<file path="src/hca_pkg.sv">
package hca_pkg;

  // widths of the core
  localparam int INSTR_W = 14;
  localparam int DATA_W = 8;
  localparam int PC_W = 13;
  localparam int DADDR_W = 7;
  localparam int DMEM_DEPTH = 128;
  localparam int STACK_DEPTH = 8;
  localparam int SP_W = 3;
  localparam int PM_WORDS_SMALL = 2048;
  localparam int PM_WORDS_LARGE = 4096;

  // data space addresses of the mapped special registers
  localparam logic [6:0] ADDR_INDIRECT = 7'h00;
  localparam logic [6:0] ADDR_PC_LOW = 7'h02;
  localparam logic [6:0] ADDR_STATUS = 7'h03;
  localparam logic [6:0] ADDR_POINTER = 7'h04;
  localparam logic [6:0] ADDR_PC_LATCH = 7'h0a;

  // status byte bit positions
  localparam int STATUS_C_BIT = 0;
  localparam int STATUS_DC_BIT = 1;
  localparam int STATUS_Z_BIT = 2;

  // values after reset
  localparam logic [7:0] W_RESET = 8'h00;
  localparam logic [7:0] BYTE_RESET = 8'h00;
  localparam logic [12:0] PC_RESET = 13'h0000;
  localparam logic [13:0] NOP_WORD = 14'h0000;

  // instruction classes, bits 13:12
  localparam logic [1:0] CLS_BYTE = 2'h0;
  localparam logic [1:0] CLS_BIT = 2'h1;
  localparam logic [1:0] CLS_JUMP = 2'h2;
  localparam logic [1:0] CLS_LIT = 2'h3;

  // byte operations, bits 11:8
  localparam logic [3:0] OP_MISC = 4'h0;
  localparam logic [3:0] OP_CLR = 4'h1;
  localparam logic [3:0] OP_SUB = 4'h2;
  localparam logic [3:0] OP_DEC = 4'h3;
  localparam logic [3:0] OP_IOR = 4'h4;
  localparam logic [3:0] OP_AND = 4'h5;
  localparam logic [3:0] OP_XOR = 4'h6;
  localparam logic [3:0] OP_ADD = 4'h7;
  localparam logic [3:0] OP_MOV = 4'h8;
  localparam logic [3:0] OP_COM = 4'h9;
  localparam logic [3:0] OP_INC = 4'ha;
  localparam logic [3:0] OP_DECSZ = 4'hb;
  localparam logic [3:0] OP_RRC = 4'hc;
  localparam logic [3:0] OP_RLC = 4'hd;
  localparam logic [3:0] OP_SWAP = 4'he;
  localparam logic [3:0] OP_INCSZ = 4'hf;
  localparam logic [7:0] SPEC_RETURN = 8'h08;

  // bit operations, bits 11:10
  localparam logic [1:0] BIT_CLR = 2'h0;
  localparam logic [1:0] BIT_SET = 2'h1;
  localparam logic [1:0] BIT_TSTC = 2'h2;
  localparam logic [1:0] BIT_TSTS = 2'h3;

  // literal operations, bits 11:10
  localparam logic [1:0] LIT_MOV = 2'h0;
  localparam logic [1:0] LIT_RET = 2'h1;
  localparam logic [1:0] LIT_LOGIC = 2'h2;
  localparam logic [1:0] LIT_ARITH = 2'h3;

  typedef enum logic [1:0] {PH_ONE, PH_TWO, PH_THREE, PH_FOUR} hca_phase_t;

  typedef enum logic [3:0] {
    ALU_PASS, ALU_ADD, ALU_SUB, ALU_AND, ALU_IOR, ALU_XOR, ALU_COM, ALU_INC,
    ALU_DEC, ALU_RRC, ALU_RLC, ALU_SWAP, ALU_CLR, ALU_BCLR, ALU_BSET
  } hca_alu_op_t;

  typedef struct packed {
    logic zero_flag;
    logic nibble_overflow_flag;
    logic carry_flag;
  } hca_flags_t;

  typedef struct packed {
    logic rd_en;
    logic wr_en;
    logic [6:0] rd_addr;
    logic [6:0] wr_addr;
    logic [7:0] wr_data;
  } hca_dbus_t;

endpackage

</file>
<file path="src/hca_dmem.sv">
`timescale 1ns/1ps
`default_nettype none

module hca_dmem #(
  parameter int DEPTH = hca_pkg::DMEM_DEPTH
) (
  // clock and reset
  input wire logic clk_i,
  input wire logic reset_i,
  // data bus from the core
  input wire hca_pkg::hca_dbus_t dbus_i,
  output logic [7:0] rd_data_o
);

  logic [7:0] mem_q [DEPTH];
  logic [7:0] rd_data_d;
  logic [7:0] rd_data_q;

  // depth must cover the whole direct address range
  if (DEPTH != (1 << hca_pkg::DADDR_W))
  begin : g_depth_check
    $error("hca_dmem depth must match the data address range");
  end

  // read data held until the next read strobe
  always_comb
  begin
    rd_data_d = rd_data_q;
    if (dbus_i.rd_en)
    begin
      rd_data_d = mem_q[dbus_i.rd_addr];
    end
  end

  always_ff @(posedge clk_i or posedge reset_i)
  begin
    if (reset_i)
    begin
      rd_data_q <= hca_pkg::BYTE_RESET;
    end
    else
    begin
      rd_data_q <= rd_data_d;
    end
  end

  // storage array, no reset
  always_ff @(posedge clk_i)
  begin
    if (dbus_i.wr_en)
    begin
      mem_q[dbus_i.wr_addr] <= dbus_i.wr_data;
    end
  end

  assign rd_data_o = rd_data_q;

endmodule

`default_nettype wire

</file>
<file path="src/hca_core.sv">
`timescale 1ns/1ps
`default_nettype none

module hca_core #(
  parameter int PM_WORDS = hca_pkg::PM_WORDS_LARGE
) (
  // clock and reset
  input wire logic clk_i,
  input wire logic reset_i,
  // program memory bus
  output logic [$clog2(PM_WORDS)-1:0] pm_addr_o,
  input wire logic [13:0] pm_data_i,
  // core state
  output hca_pkg::hca_phase_t phase_o,
  output logic [7:0] w_o,
  output hca_pkg::hca_flags_t flags_o
);

  localparam int PM_AW = $clog2(PM_WORDS);

  // only the two documented program sizes are served
  if (PM_WORDS != hca_pkg::PM_WORDS_SMALL && PM_WORDS != hca_pkg::PM_WORDS_LARGE)
  begin : g_pm_check
    $error("hca_core program size must be 2048 or 4096 words");
  end

  hca_pkg::hca_phase_t phase_d, phase_q;
  logic [13:0] ir_d, ir_q;
  logic [12:0] pc_d, pc_q;
  logic [12:0] stack_d [hca_pkg::STACK_DEPTH];
  logic [12:0] stack_q [hca_pkg::STACK_DEPTH];
  logic [2:0] sp_d, sp_q;
  logic [7:0] w_d, w_q, fsr_d, fsr_q, sfr_val_d, sfr_val_q;
  logic [4:0] pclath_d, pclath_q;
  logic sfr_hit_d, sfr_hit_q;
  hca_pkg::hca_flags_t flags_d, flags_q;
  hca_pkg::hca_dbus_t dbus;
  hca_pkg::hca_alu_op_t alu_op;
  logic [7:0] dmem_rdata, file_val, op_a, res;
  logic [9:0] alu_out;
  logic [6:0] eff_addr;
  logic [2:0] bitn;
  logic is_sfr, use_lit, sel_w, wr_f, wr_w, upd_z, upd_cdc, upd_c;
  logic skip_zero, skip_clr, skip_set, is_goto, is_call, is_return;
  logic skip_now, pcl_write, flow_chg;

  // eight-bit unit returning {carry, nibble carry, result}
  function automatic logic [9:0] alu_fn(input hca_pkg::hca_alu_op_t op, input logic [7:0] a,
                                        input logic [7:0] b, input logic cin,
                                        input logic [2:0] bn);
    logic [8:0] s;
    logic [4:0] n;
    logic [7:0] m;
    s = 9'h000;
    n = 5'h00;
    m = 8'h01 << bn;
    alu_fn = {2'b00, a};
    case (op)
      hca_pkg::ALU_ADD:
      begin
        s = {1'b0, a} + {1'b0, b};
        n = {1'b0, a[3:0]} + {1'b0, b[3:0]};
        alu_fn = {s[8], n[4], s[7:0]};
      end
      hca_pkg::ALU_SUB:
      begin
        s = {1'b0, a} + {1'b0, ~b} + 9'h001;
        n = {1'b0, a[3:0]} + {1'b0, ~b[3:0]} + 5'h01;
        alu_fn = {s[8], n[4], s[7:0]};
      end
      hca_pkg::ALU_AND: alu_fn = {2'b00, a & b};
      hca_pkg::ALU_IOR: alu_fn = {2'b00, a | b};
      hca_pkg::ALU_XOR: alu_fn = {2'b00, a ^ b};
      hca_pkg::ALU_COM: alu_fn = {2'b00, ~a};
      hca_pkg::ALU_INC: alu_fn = {2'b00, a + 8'h01};
      hca_pkg::ALU_DEC: alu_fn = {2'b00, a - 8'h01};
      hca_pkg::ALU_RRC: alu_fn = {a[0], 1'b0, cin, a[7:1]};
      hca_pkg::ALU_RLC: alu_fn = {a[7], 1'b0, a[6:0], cin};
      hca_pkg::ALU_SWAP: alu_fn = {2'b00, a[3:0], a[7:4]};
      hca_pkg::ALU_CLR: alu_fn = 10'h000;
      hca_pkg::ALU_BCLR: alu_fn = {2'b00, a & ~m};
      hca_pkg::ALU_BSET: alu_fn = {2'b00, a | m};
      default: alu_fn = {2'b00, a};
    endcase
  endfunction

  // decode of the executing word, fixed 14-bit format
  always_comb
  begin
    alu_op = hca_pkg::ALU_PASS;
    {use_lit, sel_w, wr_f, wr_w, upd_z, upd_cdc, upd_c} = 7'h00;
    {skip_zero, skip_clr, skip_set, is_goto, is_call, is_return} = 6'h00;
    case (ir_q[13:12])
      hca_pkg::CLS_BYTE:
      begin
        wr_f = ir_q[7];
        wr_w = ~ir_q[7];
        case (ir_q[11:8])
          hca_pkg::OP_MISC:
          begin
            wr_w = 1'b0;
            sel_w = ir_q[7];
            is_return = (ir_q[7:0] == hca_pkg::SPEC_RETURN);
          end
          hca_pkg::OP_CLR: alu_op = hca_pkg::ALU_CLR;
          hca_pkg::OP_SUB: alu_op = hca_pkg::ALU_SUB;
          hca_pkg::OP_DEC: alu_op = hca_pkg::ALU_DEC;
          hca_pkg::OP_IOR: alu_op = hca_pkg::ALU_IOR;
          hca_pkg::OP_AND: alu_op = hca_pkg::ALU_AND;
          hca_pkg::OP_XOR: alu_op = hca_pkg::ALU_XOR;
          hca_pkg::OP_ADD: alu_op = hca_pkg::ALU_ADD;
          hca_pkg::OP_MOV: alu_op = hca_pkg::ALU_PASS;
          hca_pkg::OP_COM: alu_op = hca_pkg::ALU_COM;
          hca_pkg::OP_INC: alu_op = hca_pkg::ALU_INC;
          hca_pkg::OP_DECSZ: alu_op = hca_pkg::ALU_DEC;
          hca_pkg::OP_RRC: alu_op = hca_pkg::ALU_RRC;
          hca_pkg::OP_RLC: alu_op = hca_pkg::ALU_RLC;
          hca_pkg::OP_SWAP: alu_op = hca_pkg::ALU_SWAP;
          hca_pkg::OP_INCSZ: alu_op = hca_pkg::ALU_INC;
          default: alu_op = hca_pkg::ALU_PASS;
        endcase
        // flag and skip enables per byte operation
        upd_z = ir_q[11:8] inside {hca_pkg::OP_CLR, hca_pkg::OP_SUB, hca_pkg::OP_DEC,
                                   hca_pkg::OP_IOR, hca_pkg::OP_AND, hca_pkg::OP_XOR,
                                   hca_pkg::OP_ADD, hca_pkg::OP_MOV, hca_pkg::OP_COM,
                                   hca_pkg::OP_INC};
        upd_cdc = ir_q[11:8] == hca_pkg::OP_SUB || ir_q[11:8] == hca_pkg::OP_ADD;
        upd_c = ir_q[11:8] == hca_pkg::OP_RRC || ir_q[11:8] == hca_pkg::OP_RLC;
        skip_zero = ir_q[11:8] == hca_pkg::OP_DECSZ || ir_q[11:8] == hca_pkg::OP_INCSZ;
      end
      hca_pkg::CLS_BIT:
      begin
        wr_f = ~ir_q[11]; // clear and set write back, tests only read
        case (ir_q[11:10])
          hca_pkg::BIT_CLR: alu_op = hca_pkg::ALU_BCLR;
          hca_pkg::BIT_SET: alu_op = hca_pkg::ALU_BSET;
          hca_pkg::BIT_TSTC: skip_clr = 1'b1;
          default: skip_set = 1'b1;
        endcase
      end
      hca_pkg::CLS_JUMP: {is_call, is_goto} = {~ir_q[11], ir_q[11]};
      default:
      begin
        use_lit = 1'b1;
        wr_w = 1'b1;
        case (ir_q[11:10])
          hca_pkg::LIT_MOV: alu_op = hca_pkg::ALU_PASS;
          hca_pkg::LIT_RET: is_return = 1'b1;
          hca_pkg::LIT_LOGIC:
          begin
            upd_z = 1'b1;
            case (ir_q[9:8])
              2'h0: alu_op = hca_pkg::ALU_IOR;
              2'h1: alu_op = hca_pkg::ALU_AND;
              default: alu_op = hca_pkg::ALU_XOR;
            endcase
          end
          default:
          begin
            {upd_z, upd_cdc} = 2'b11;
            alu_op = ir_q[9] ? hca_pkg::ALU_ADD : hca_pkg::ALU_SUB;
          end
        endcase
      end
    endcase
  end

  // operand routing and mapped special registers
  always_comb
  begin
    bitn = ir_q[9:7];
    eff_addr = (ir_q[6:0] == hca_pkg::ADDR_INDIRECT) ? fsr_q[6:0] : ir_q[6:0];
    is_sfr = 1'b1;
    case (eff_addr)
      hca_pkg::ADDR_PC_LOW: sfr_val_d = pc_q[7:0];
      hca_pkg::ADDR_STATUS: sfr_val_d = {5'h00, flags_q};
      hca_pkg::ADDR_POINTER: sfr_val_d = fsr_q;
      hca_pkg::ADDR_PC_LATCH: sfr_val_d = {3'h0, pclath_q};
      hca_pkg::ADDR_INDIRECT: sfr_val_d = hca_pkg::BYTE_RESET;
      default:
      begin
        sfr_val_d = hca_pkg::BYTE_RESET;
        is_sfr = 1'b0;
      end
    endcase
    sfr_hit_d = sfr_hit_q;
    if (phase_q == hca_pkg::PH_TWO)
    begin
      sfr_hit_d = is_sfr;
    end
    else
    begin
      sfr_val_d = sfr_val_q;
    end
    file_val = sfr_hit_q ? sfr_val_q : dmem_rdata;
    op_a = sel_w ? w_q : (use_lit ? ir_q[7:0] : file_val);
    alu_out = alu_fn(alu_op, op_a, w_q, flags_q.carry_flag, bitn);
    res = alu_out[7:0];
    skip_now = (skip_zero && res == 8'h00) || (skip_clr && !op_a[bitn]) ||
               (skip_set && op_a[bitn]);
    pcl_write = wr_f && eff_addr == hca_pkg::ADDR_PC_LOW;
    flow_chg = skip_now || is_goto || is_call || is_return || pcl_write;
  end

  // data bus: read strobe in phase two, write strobe in phase four
  always_comb
  begin
    dbus.rd_en = (phase_q == hca_pkg::PH_TWO) && !is_sfr;
    dbus.rd_addr = eff_addr;
    dbus.wr_en = (phase_q == hca_pkg::PH_FOUR) && wr_f && !is_sfr;
    dbus.wr_addr = eff_addr;
    dbus.wr_data = res;
  end

  hca_dmem #(
    .DEPTH(hca_pkg::DMEM_DEPTH)
  ) u_dmem (
    .clk_i(clk_i),
    .reset_i(reset_i),
    .dbus_i(dbus),
    .rd_data_o(dmem_rdata)
  );

  // phase sequencer, clock divided by four
  always_comb
  begin
    case (phase_q)
      hca_pkg::PH_ONE: phase_d = hca_pkg::PH_TWO;
      hca_pkg::PH_TWO: phase_d = hca_pkg::PH_THREE;
      hca_pkg::PH_THREE: phase_d = hca_pkg::PH_FOUR;
      default: phase_d = hca_pkg::PH_ONE;
    endcase
  end

  // commit at the end of phase four: fetch, pc, stack, w, flags, specials
  always_comb
  begin
    ir_d = ir_q;
    pc_d = pc_q;
    stack_d = stack_q;
    sp_d = sp_q;
    w_d = w_q;
    flags_d = flags_q;
    fsr_d = fsr_q;
    pclath_d = pclath_q;
    if (phase_q == hca_pkg::PH_FOUR)
    begin
      ir_d = pm_data_i;
      pc_d = pc_q + 13'h0001;
      if (wr_w || is_return && use_lit)
      begin
        w_d = (is_return && use_lit) ? ir_q[7:0] : res;
      end
      if (wr_f)
      begin
        case (eff_addr)
          hca_pkg::ADDR_STATUS: flags_d = res[2:0];
          hca_pkg::ADDR_POINTER: fsr_d = res;
          hca_pkg::ADDR_PC_LATCH: pclath_d = res[4:0];
          default: fsr_d = fsr_q;
        endcase
      end
      if (upd_z)
      begin
        flags_d.zero_flag = (res == 8'h00);
      end
      if (upd_cdc || upd_c)
      begin
        flags_d.carry_flag = alu_out[9];
      end
      if (upd_cdc)
      begin
        flags_d.nibble_overflow_flag = alu_out[8];
      end
      if (is_call)
      begin
        stack_d[sp_q] = pc_q;
        sp_d = sp_q + 3'h1;
      end
      if (flow_chg)
      begin
        ir_d = hca_pkg::NOP_WORD;
        if (is_goto || is_call)
        begin
          pc_d = {pclath_q[4:3], ir_q[10:0]};
        end
        else if (is_return)
        begin
          pc_d = stack_q[sp_q - 3'h1];
          sp_d = sp_q - 3'h1;
        end
        else if (pcl_write)
        begin
          pc_d = {pclath_q, res};
        end
      end
    end
  end

  always_ff @(posedge clk_i or posedge reset_i)
  begin
    if (reset_i)
    begin
      phase_q <= hca_pkg::PH_ONE;
      ir_q <= hca_pkg::NOP_WORD;
      pc_q <= hca_pkg::PC_RESET;
      for (int i = 0; i < hca_pkg::STACK_DEPTH; i++)
      begin
        stack_q[i] <= hca_pkg::PC_RESET;
      end
      sp_q <= 3'h0;
      w_q <= hca_pkg::W_RESET;
      flags_q <= 3'h0;
      fsr_q <= hca_pkg::BYTE_RESET;
      pclath_q <= 5'h00;
      sfr_hit_q <= 1'b0;
      sfr_val_q <= hca_pkg::BYTE_RESET;
    end
    else
    begin
      phase_q <= phase_d;
      ir_q <= ir_d;
      pc_q <= pc_d;
      stack_q <= stack_d;
      sp_q <= sp_d;
      w_q <= w_d;
      flags_q <= flags_d;
      fsr_q <= fsr_d;
      pclath_q <= pclath_d;
      sfr_hit_q <= sfr_hit_d;
      sfr_val_q <= sfr_val_d;
    end
  end

  // outputs straight from registers
  assign pm_addr_o = pc_q[PM_AW-1:0];
  assign phase_o = phase_q;
  assign w_o = w_q;
  assign flags_o = flags_q;
endmodule

`default_nettype wire

</file>
<file path="config.mk">
export PLATFORM = sky130hd
export DESIGN_NAME = hca_core
export DESIGN_NICKNAME = d
export VERILOG_FILES = /design/src/hca_pkg.sv /design/src/hca_dmem.sv /design/src/hca_core.sv
export SDC_FILE = /design/constraint.sdc
export NUM_CORES = 1
export LEC_CHECK = 0
export BUFFER_PORTS_ARGS = -buffer_cell sky130_fd_sc_hd__buf_2
export CAP_MARGIN = 25
export CORE_ASPECT_RATIO = 0.6
export CORE_UTILIZATION = 49
export DETAILED_ROUTE_END_ITERATION = 12
export PLACE_DENSITY = 0.68
export SLEW_MARGIN = 20
export SYNTH_ARGS = -nofsm -noshare
export SYNTH_HDL_FRONTEND = slang
export SYNTH_SLANG_ARGS = --single-unit
</file>
<file path="constraint.sdc">
create_clock -name clk_i -period 11.5 [get_ports clk_i]
set_input_delay 1.15 -clock clk_i [delete_from_list [all_inputs] [get_ports clk_i]]
set_output_delay 1.15 -clock clk_i [all_outputs]
set_load 0.1 [all_outputs]
</file>
Word-level counts from Yosys, hierarchy flattened --
Memory sizes are Yosys's and may differ from the RTL's. A register that Yosys moved wholly into a read port is not among the register bits. Cells that the tools add are included.
Operators by class: $add $sub $neg 11, order comparisons 4, eq/ne operators 42, shifts and indexed selects 1, muxes and demuxes 59, bitwise operators 13, reduce and logical (&&, ||, !) cells 52
Operators by type and width (number):
- 10-bit one-hot mux with 14 select lines | 1
- 104-bit bitwise mux | 1
- 13-bit two-way mux | 7
- 4-bit equality test, second input constant | 15
- 4-bit one-hot mux with 12 select lines | 1
- 13-bit binary-select mux with 3-bit select | 1
- 13-bit demux with 3-bit select | 1
- 4-bit by 3-bit equality test with 1-bit output, second input constant | 8
- 8-bit two-way mux | 4
- 8-bit one-hot mux with 4 select lines | 1
- 8-bit inverter | 3
- 1-bit two-way mux | 22
- 8-bit by 8-bit adder with 9-bit output | 2
- 3-bit two-way mux | 6
- 8-bit AND | 2
- 4-bit by 2-bit equality test with 1-bit output, second input constant | 4
- 8-bit bitwise OR | 2
- 3-bit AND reduction | 5
- 7-bit by 2-bit equality test with 1-bit output, second input constant | 2
- 7-bit zero test | 2
- 14-bit two-way mux | 1
- 13-bit by 1-bit adder with 13-bit output, second input constant | 1
- 1-bit logical OR | 12
- 3-bit one-hot mux with 2 select lines | 2
- 39 further kinds | 76
Word-level totals: flip-flop bits (word level) 169, bits in writable memories 1024, bits of input ports 16, output and inout port bits 25, memories 1
Memories:
- u_dmem.mem_q | words 128, bits a word 8, read ports 1, clocked after memory_dff 1, wr ports 1, RTL line hca_dmem.sv:15 | logic [7:0] mem_q [DEPTH];

Depth between registers and ports, before layout --
Gate-level depths: netlist of run 1.
word-level depth 16, mapped depth 25

By module --
From an unflattened synthesis of run 1, not the netlist that was laid out.
Second synthesis, totals: cell total of the unflattened synthesis 3149, area, all modules 51650.8 um2
Modules (own cells, without submodules):
- hca_dmem | times used 1, cells each 2001, area each 40503.8 um2, sequential area each 30949.7 um2
- hca_core | times used 1, cells each 1148, area each 11146.9 um2, sequential area each 4003.8 um2

Least setup slack after synthesis of run 1 --
No wires, ideal clock.
path type register to register, start reg ir_q[13], end reg ir_q[0], library setup time 0.075 ns, arrival 8.417 ns, required time 11.425 ns, slack 3.008 ns, cell stages (with the launch flop) 24, path buffers 4, clock period less this slack 8.492 ns, path through dfrtp_1 inv_1 ha_1 or3b_1 or2_1 buf_6 buf_6 mux2i_4 inv_2 ha_1 nand2b_1 a21oi_1 nor2_1 xnor2_1 o32ai_1 o21ai_0 a32oi_1 nor4b_2 nand4bb_2 o31ai_4 or2_1 buf_4 buf_12 o2bb2ai_2
Between the ends: longest elaborated chain between the ends 16, elaborated cells between the ends (all ways) 57, classes of those cells 5 x add/sub; 16 x eq/ne; 15 x mux; 6 x bitwise; 15 x reduce/logical
RTL lines:
- from (decl) | RTL line hca_core.sv:28 | logic [13:0] ir_d, ir_q;
- from (signal assigned) | RTL line hca_core.sv:305 | ir_q <= hca_pkg::NOP_WORD;
- from (signal assigned) | RTL line hca_core.sv:322 | ir_q <= ir_d;
- 2-bit equality test (tied with other cells) | RTL line hca_core.sv:93 | case (ir_q[13:12])
- 3-bit OR reduction (no line)
- 8-bit two-way mux (2 in series) | RTL line hca_core.sv:196 | op_a = sel_w ? w_q : (use_lit ? ir_q[7:0] : file_val);
- 8-bit by 8-bit adder with 9-bit output | RTL line hca_core.sv:67 | s = {1'b0, a} + {1'b0, ~b} + 9'h001;
- 9-bit by 1-bit adder with 9-bit output | RTL line hca_core.sv:67
- 10-bit one-hot mux with 14 select lines (*) | RTL line hca_core.sv:58 | case (op)
- named net alu_out[3] | RTL line hca_core.sv:40 | logic [9:0] alu_out;
- 8-bit zero test (*) | RTL line hca_core.sv:199 | skip_now = (skip_zero && res == 8'h00) || (skip_clr && !op_a[bitn]) ||
- 1-bit logical AND (*) | RTL line hca_core.sv:199
- 1-bit logical OR (*) (2 in series) | RTL line hca_core.sv:199
- 1-bit logical OR (*) (4 in series) | RTL line hca_core.sv:202 | flow_chg = skip_now || is_goto || is_call || is_return || pcl_write;
- 14-bit two-way mux (*) | RTL line hca_core.sv:280 | if (flow_chg)
The timed path passes the listed nets; every way through them passes the cells marked *. The select of a mux whose other input is x is not followed. A chain may end at the register's enable or synchronous reset.

Worst setup path in the final report of run 1 --
start reg ir_q[12], end reg ir_q[12]
Between the ends: longest elaborated chain between the ends 16, elaborated cells between the ends (all ways) 57, classes of those cells 5 x add/sub; 16 x eq/ne; 15 x mux; 6 x bitwise; 15 x reduce/logical
RTL lines (RTL line):
- 2-bit equality test (tied with other cells) | hca_core.sv:93
- 3-bit OR reduction (no line)
- 8-bit two-way mux (2 in series) | hca_core.sv:196
- 8-bit by 8-bit adder with 9-bit output | hca_core.sv:67
- 9-bit by 1-bit adder with 9-bit output | hca_core.sv:67
- 10-bit one-hot mux with 14 select lines | hca_core.sv:58
- 8-bit zero test | hca_core.sv:199
- 1-bit logical AND | hca_core.sv:199
- 1-bit logical OR (2 in series) | hca_core.sv:199
- 1-bit logical OR (3 in series) | hca_core.sv:202
- 1-bit logical OR (*) | hca_core.sv:202
- 14-bit two-way mux (*) | hca_core.sv:280
Mark *: on every way between the ends. The rest lies on a longest branch, timed or not. The select of a mux whose other input is x is not followed.

==> results of run 1 <==
[through the flow]
| stage | setup WS, ns | hold slack, ns | utilization |
|---|---|---|---|
| floorplan | 3.01 | 0.445 | - |
| global placement | 3.95 | 0.458 | 0.519 |
| detailed placement | 3.85 | 0.465 | 0.519 |
| CTS | 3.82 | 0.373 | 0.553 |
| global route | 3.14 | 0.406 | 0.553 |
| finish | 3.67 | 0.399 | 0.553 |
[logic make-up after synthesis]
group,synth area share
compound gates,0.156
xor+xnor,0.00477
fa+ha+maj,0.0103
buf+inv,0.0255
flops,0.705
mux,0.0455
other cells,0.0000757
simple gates,0.0521
[registers in the layout, summed over array words and instances (netlist names)]
register / cells
w_o: 8
sfr_val_q: 8
flags_o: 3
stack_q: 96
sfr_hit_q: 1
ir_q: 14
phase_o: 2
fsr_q: 8
u_dmem.rd_data_o: 8
pclath_q: 5
pc_q: 12
sp_q: 3
u_dmem.mem_q: 1024
[worst max path at each step]
stage	from	end	slack (ns)	cells past startpoint
detailed placement	ir_q[12]$_DFFE_PP0P_	ir_q[12]$_DFFE_PP0P_	3.85	19
global placement	ir_q[12]$_DFFE_PP0P_	ir_q[12]$_DFFE_PP0P_	3.95	19
finish	ir_q[12]$_DFFE_PP0P_	ir_q[12]$_DFFE_PP0P_	3.67	19
floorplan	ir_q[13]$_DFFE_PP0P_	ir_q[0]$_DFFE_PP0P_	3.01	23
CTS	ir_q[12]$_DFFE_PP0P_	ir_q[12]$_DFFE_PP0P_	3.82	19
global route	ir_q[10]$_DFFE_PP0P_	ir_q[12]$_DFFE_PP0P_	3.14	18
[routing by layer]
layer / up-vias / track usage
li1: 13620 / -
met1: 16334 / 0.458
met2: 2316 / 0.367
met3: 223 / 0.0987
met4: 4 / 0.0612
met5: - / 0
[cell type report]
class | count | area, um^2 | share of cell area
flip-flops and latches | 1192 | 35000 | 0.636
clock inverters | 67 | 684 | 0.0125
well taps | 1319 | 1650 | 0.0301
multi-input cells | 1909 | 13700 | 0.250
repair buffers | 134 | 978 | 0.0178
clock buffers | 122 | 2670 | 0.0486
inverters | 69 | 269 | 0.00490
[cells in the final DEF, fill, tap and decap left out, types with 61 or more instances in the layout]
cell          n
a21oi_1     122
a22oi_1     223
buf_4        87
a221oi_1    203
nand3_1      61
nor2_1      205
inv_1        63
o21ai_0     147
nand2_1     165
dfrtp_1     168
edfxtp_1   1024
clkbuf_16   103
mux2_2       97
[power by group]
group | internal, mW | leakage [nW] | switching (mW)
Sequential | 6.85 | 11.5 | 0.310
Clock | 1.93 | 1.64 | 1.59
Combinational | 1.43 | 5.03 | 4.80
==> run summary, run 1 <==
The run finished with clean final reports. The total DRC errors in the routed layout is 0, and the average vias per placed instance is 6.75. The number of port buffers is 40, and the number of flops mapped to enable cells by yosys is 1024. The via count is 32497, and the total overflow reported by the global router is 0. The die is 413 um wide. The slowest stage cell on the critical path was o31ai_4. Entering global routing, the biggest net connects 125 pins. The number of antenna violations at the first check in global routing came out at 5. The number of setup violations in the final report is 0, and the maximum level of the CTS H-tree is 3.

The run gives 49600 um^2 as the cell area after technology mapping. After floorplanning, the core was divided into 89 placement rows. The number of synthesized register bits came out at 1192. The detailed router's first-iteration violation count is 5306. The worst setup path is captured at a flop.

The die covers 102000 um^2. Setup slack on the worst reg-to-reg path comes out at 3.67 ns. After the flow finishes, the layout carries non-filler instances totaling 4812. By area the synthesized netlist is led by edfxtp_1 62%, dfrtp_1 8.5%, a221oi_1 3.6%.

The routed design uses 58100 um of met2 wire. In this run the critical register-to-register path is captured at ir_q[12]$_DFFE_PP0P_. The tree is rooted in a clkbuf_16. The logs give 6 for the detailed-router iteration count before antenna repair and 0.286 for the total global-route track usage. Once detail routing completed, the nets flagged for antenna violations numbered 0. The area growth from synthesis to layout is 10.8%. At the pin with the least slew margin, the transition time is 1.19 ns. After clock tree synthesis, the clock-pin slew on the worst setup and hold paths is 0.07 ns.

The cell accounting for the most synthesized area was edfxtp_1. The analysis attributes to cell leakage a power of 18.2 nW. During I/O placement, the number of pins put on the boundary was 41. In this run the post-CTS setup repair buffer count came out at 0. Between clock sinks in the finished design, the worst skew comes to 0.0285 ns. The first global-routing pass estimated 213000 um of wire. The type of the worst setup path is reg2reg. The detailed router put a total of 63600 um of wire on met1. Data arrives at the worst endpoint at 8.39 ns. The run gives 99200 um^2 as the area inside the core boundary. The number of antenna diodes in the final layout is 0. The TritonCTS buffer count came out at 102. For the worst vdd rail ir drop, the log shows 0.000259 V. The total negative slack for setup checks came out at 0 ns. The clock insertion delay at the later pin of the skew report is 0.72 ns, and the shortest clock period the worst path allows after layout is 7.83 ns. Synthesis instantiated 97 different standard cells from the library. The share of flip-flops with an asynchronous set or reset after synthesis is 0.141. Traced cell by cell, the critical path runs through inv_1 > ha_1 > or3b_1 > or2_1 > mux2i_2 > inv_1 > fa_1 > a21o_1 > a21oi_1 > o21bai_1 > a21oi_1 > xnor2_1 > a221o_1 > nor4_2 > nor4b_2 > nand4bb_2 > o31ai_4 > or2_1 > o22ai_1. The length of routed met3 wiring was 22800 um; the portion of synthesized cell area occupied by the leading cell type was 0.620. The reported max-cap violation count was 0; the placed standard-cell area was 51500 um^2. The sequential-to-total area share from yosys stat is 0.705, and the count of cells along the worst register-to-register path is 19. The class of the tightest hold or removal check is in2async. Total power: 16.9 mW.

The highest routed metal layer was met5. Cell family contributing the most delay on the critical path: simple AND/OR/NAND/NOR gates. Static timing analysis puts the maximum clock frequency at 128 MHz.

Measured along the y axis, the die boundary spans 248 um. The synthesis warning total came out at 0. Along the worst path, the maximum fanout reaches 17. The run gives 147000 um as the sum of routed wire length over all layers. Sorting the synthesized cells by how often they occur yields 1024 x edfxtp_1, 224 x a22oi_1, 216 x nor2_1. The congestion estimate from routability-driven global placement came to 0.958.

The share of post-route cells with drive strength above 1 works out to 0.137. The worst register-to-register path begins at ir_q[12]$_DFFE_PP0P_. The run gives 30035 as the number of global-route vias before repair.

The number of pins with negative max-slew slack in the final report is 0. Together, buffers and inverters on the worst path number 2. The post-route cell area is 54900 um^2. Setup repair after global routing left no endpoint under its margin. For the maximum clock insertion buffer count, the log shows 3. The primary flip-flop cell chosen by synthesis mapping was edfxtp_1. The clock net in this run drives a total of 1192 sinks. The startpoint type of the worst setup path was a flop.

The filler cells instantiated in the layout total 7871. The post-placement cell count came out at 4620. Once the clock tree was built, the resizer swapped 0 gates to a different size.

The leading cell type by number of instances after synthesis was edfxtp_1. Dividing the detail-routed wire length by the instance count gives 30.6 um. The headroom to the max-slew limit is 0.198. In the final design database the tool counted 3463 nets. The wire-length estimate of the detail-placed layout is 88800 um. Averaged over all synthesized cells, the footprint is 14.7 um^2.

The run gives 0 as the hold violation count in the final report. TritonCTS built the clock tree. The cell count after synthesis came out at 3379.

The largest stage delay on the critical path was 0.83 ns. The initial core utilization is 0.500, and the part of the cycle the worst path needs is 0.681. Power spread over the standard cell area amounts to 308 nW/um^2. For the worst setup path, the data required time is 12.06 ns. The tools report the count of hold-fix buffers inserted at cts as 0.
(Power assumes the default switching activity.)
==> inputs of run 2 (changes only) <==
clock period = 7.6 ns   (was 11.5 ns; I/O delays follow)
==> run 2 against run 1 <==
Net effect:
- first-iteration DRC count down 8.5%
- critical path type unchanged
- largest cell class unchanged
- clock skew up 0.0034 ns
- sequential power up 51%
- combinational power up 55%
- cell area up 0.74%
==> run summary, run 2 (same netlist as run 1, synthesis figures left out) <==
The flow ran to the end, and the final reports show no timing, DRC or antenna violations. The tools report the launch point of the worst reg-to-reg path as ir_q[13]$_DFFE_PP0P_. Startpoint type of the worst setup path: a flop. The finished cells cover 55300 um^2.

After clock tree synthesis, the repair step resized 0 gates. Compared with the post-synthesis result, the final layout area differs by 11.6%. Actual transition at the worst max-transition pin: 1.12 ns. The mean routed wirelength per cell was 30.9 um. The kind of end point of the critical path is a flop. The highest clock frequency the design can meet is 147 MHz. The run gives 0 as the number of setup violations in the final report. The number of global-route vias before repair is 30541, and the cell area power density is 469 nW/um^2. The maximum clock insertion buffer count is 3. The routed layout has 32529 vias. The register with the most flip-flops in the layout has 1024 of them. Together, buffers and inverters on the worst path number 3.

The die is 413 um wide. For the data required time of the critical path, the log shows 8.14 ns. The largest registers in the layout are u_dmem.mem_q (1024), stack_q (96), ir_q (14). The I/O pin count was 41; the number of port buffers was 40. In this run the standard cell core region covers 99200 um^2.

The critical path goes through inv_1 > ha_1 > or3b_1 > or2_1 > mux2i_2 > ha_1 > inv_1 > fa_1 > a21o_1 > a21oi_1 > o31ai_1 > xnor2_1 > nand2_1 > a41oi_1 > nor4_2 > buf_4 > nor4b_2 > nand4bb_2 > o31ai_4 > or2_1 > o22ai_1. The average vias per placed instance is 6.72, and the maximum level of the CTS H-tree is 3. In the layout the commonest cells are 1024 x edfxtp_1, 223 x a22oi_1, 206 x nor2_1. After clock tree synthesis, the clock-pin slew on the worst setup and hold paths is 0.07 ns. The reported max-cap violation count is 0. After floorplanning, the core was divided into 89 placement rows.

The setup slack after placement was 0.996 ns. For the worst setup path, the data arrival time is 7.33 ns. Register with the most flip-flops: u_dmem.mem_q.

Global-route track usage on met2: 0.389. After detailed placement, the total cell area comes to 51800 um^2. The run gives 91000 um as the estimated wirelength of the detail-placed design. The tools report the met1 track demand over resource as 0.458. Type of the worst setup path: reg2reg.

The detail route stage leaves a number of antenna-violating nets equal to 0. For this design the static power due to leakage is 18.4 nW. The worst hold path belongs to the class in2async. For this block, the routed nets add up to 150000 um of wire.

The global routing stage identified its most utilized layer as met1. The logs give 3 for the number of antenna violations at the first check in global routing and 103 for the TritonCTS buffer count. Setup repair after global routing left no endpoint under its margin. The slowest stage cell on the critical path is or2_1.

Of all nets on the critical path, the largest fanout is 14. Leaving out fill and tap cells, the most frequent cell in the layout is edfxtp_1. In the final timing run, aggregate negative setup slack is 0 ns. Among cell families on the critical path, the largest total delay comes from simple AND/OR/NAND/NOR gates. The clock net in this run drives a total of 1192 sinks.

For this run, design rule violations remaining after detail routing come to 0. Entering global routing, the biggest net connects 107 pins. The final layout contains 3486 nets. For this run the aggregate overflow at the end of global routing stands at 0. For the worst clock skew on the final layout, the log shows 0.0319 ns.

The number of pins with negative max-slew slack in the final report was 0. In this run the clock root is driven by a clkbuf_16. For the finished layout, the period the worst path requires is 6.79 ns. Tracing the worst setup path back leads to its startpoint at ir_q[13]$_DFFE_PP0P_. Setup slack closes at 0.811 ns.

The clock reaches the later pin of the worst-skew pair after 0.71 ns. The headroom to the max-slew limit is 0.246. The largest stage delay on the critical path works out to 0.65 ns.

The share of post-route cells with drive strength above 1 came out at 0.143. After the first detailed-routing iteration, the DRC count stood at 4853. The pre-antenna-repair detailed-routing pass consisted of 6 iterations. The die is 248 um tall.

The count of hold-fix buffers inserted at cts came out at 0. For the total global-route track usage, the log shows 0.291. The hold violation count in the final report was 0; the part of the cycle the worst path needs was 0.893. After clock tree synthesis, the setup repair step added 0 buffers. TritonCTS built the clock tree. At the end of routability-driven placement, the weighted congestion stood at 0.945. Overall die area: 102000 um^2. The worst vdd rail ir drop was 0.000570 V. The global routing met3 resource utilization is 0.0923, and the global-route wire length before repair is 217000 um. For the initial core utilization, the log shows 0.500.
==> run 2: per-stage QoR <==
step	power, mW	hold slack [ns]	cells	utilization
after floorplan	16.4	0.445	3418	-
after global placement	20.2	0.459	4640	0.522
after detailed placement	20.3	0.471	4641	0.522
after CTS	25.7	0.0690	4835	0.557
after global routing	26.8	0.110	4839	0.557
final	26.0	0.0761	4842	0.558
==> run 2: path summary, 6_finish.rpt <==
kind | end | slack, ns | cells past startpoint
setup / recovery | ir_q[12]$_DFFE_PP0P_ | 0.81 | 21
hold / removal | w_o[4]$_DFFE_PP0P_ | 0.08 | 2
setup reg to reg | ir_q[12]$_DFFE_PP0P_ | 0.81 | 21
hold reg to reg | stack_q[95]$_DFFE_PP0P_ | 0.48 | 2
max in group asynchronous | stack_q[63]$_DFFE_PP0P_ | 6.25 | 3
min in group clk_i | ir_q[11]$_DFFE_PP0P_ | 0.30 | 3
==> run 2: metal layers <==
layer  part of all wire  vias to the layer above
li1                   -                    13667
met1               0.44                    16563
met2               0.41                     2059
met3               0.14                      240
met4              0.020                        0
met5                  0                        -
==> run 2: layout make-up <==
class	count	area (um^2)
Antenna cell	3	7.51
Multi-Input combinational cell	1909	13700
Inverter	69	269
Timing Repair Buffer	156	1200
Fill cell	7889	43900
Clock inverter	54	673
Sequential cell	1192	35000
Clock buffer	140	2850
Tap cell	1319	1650
==> run 2: power by group <==
group | switching (mW) | internal, mW
clock | 2.41 | 3.12
sequential | 0.422 | 10.3
combinational | 7.38 | 2.28
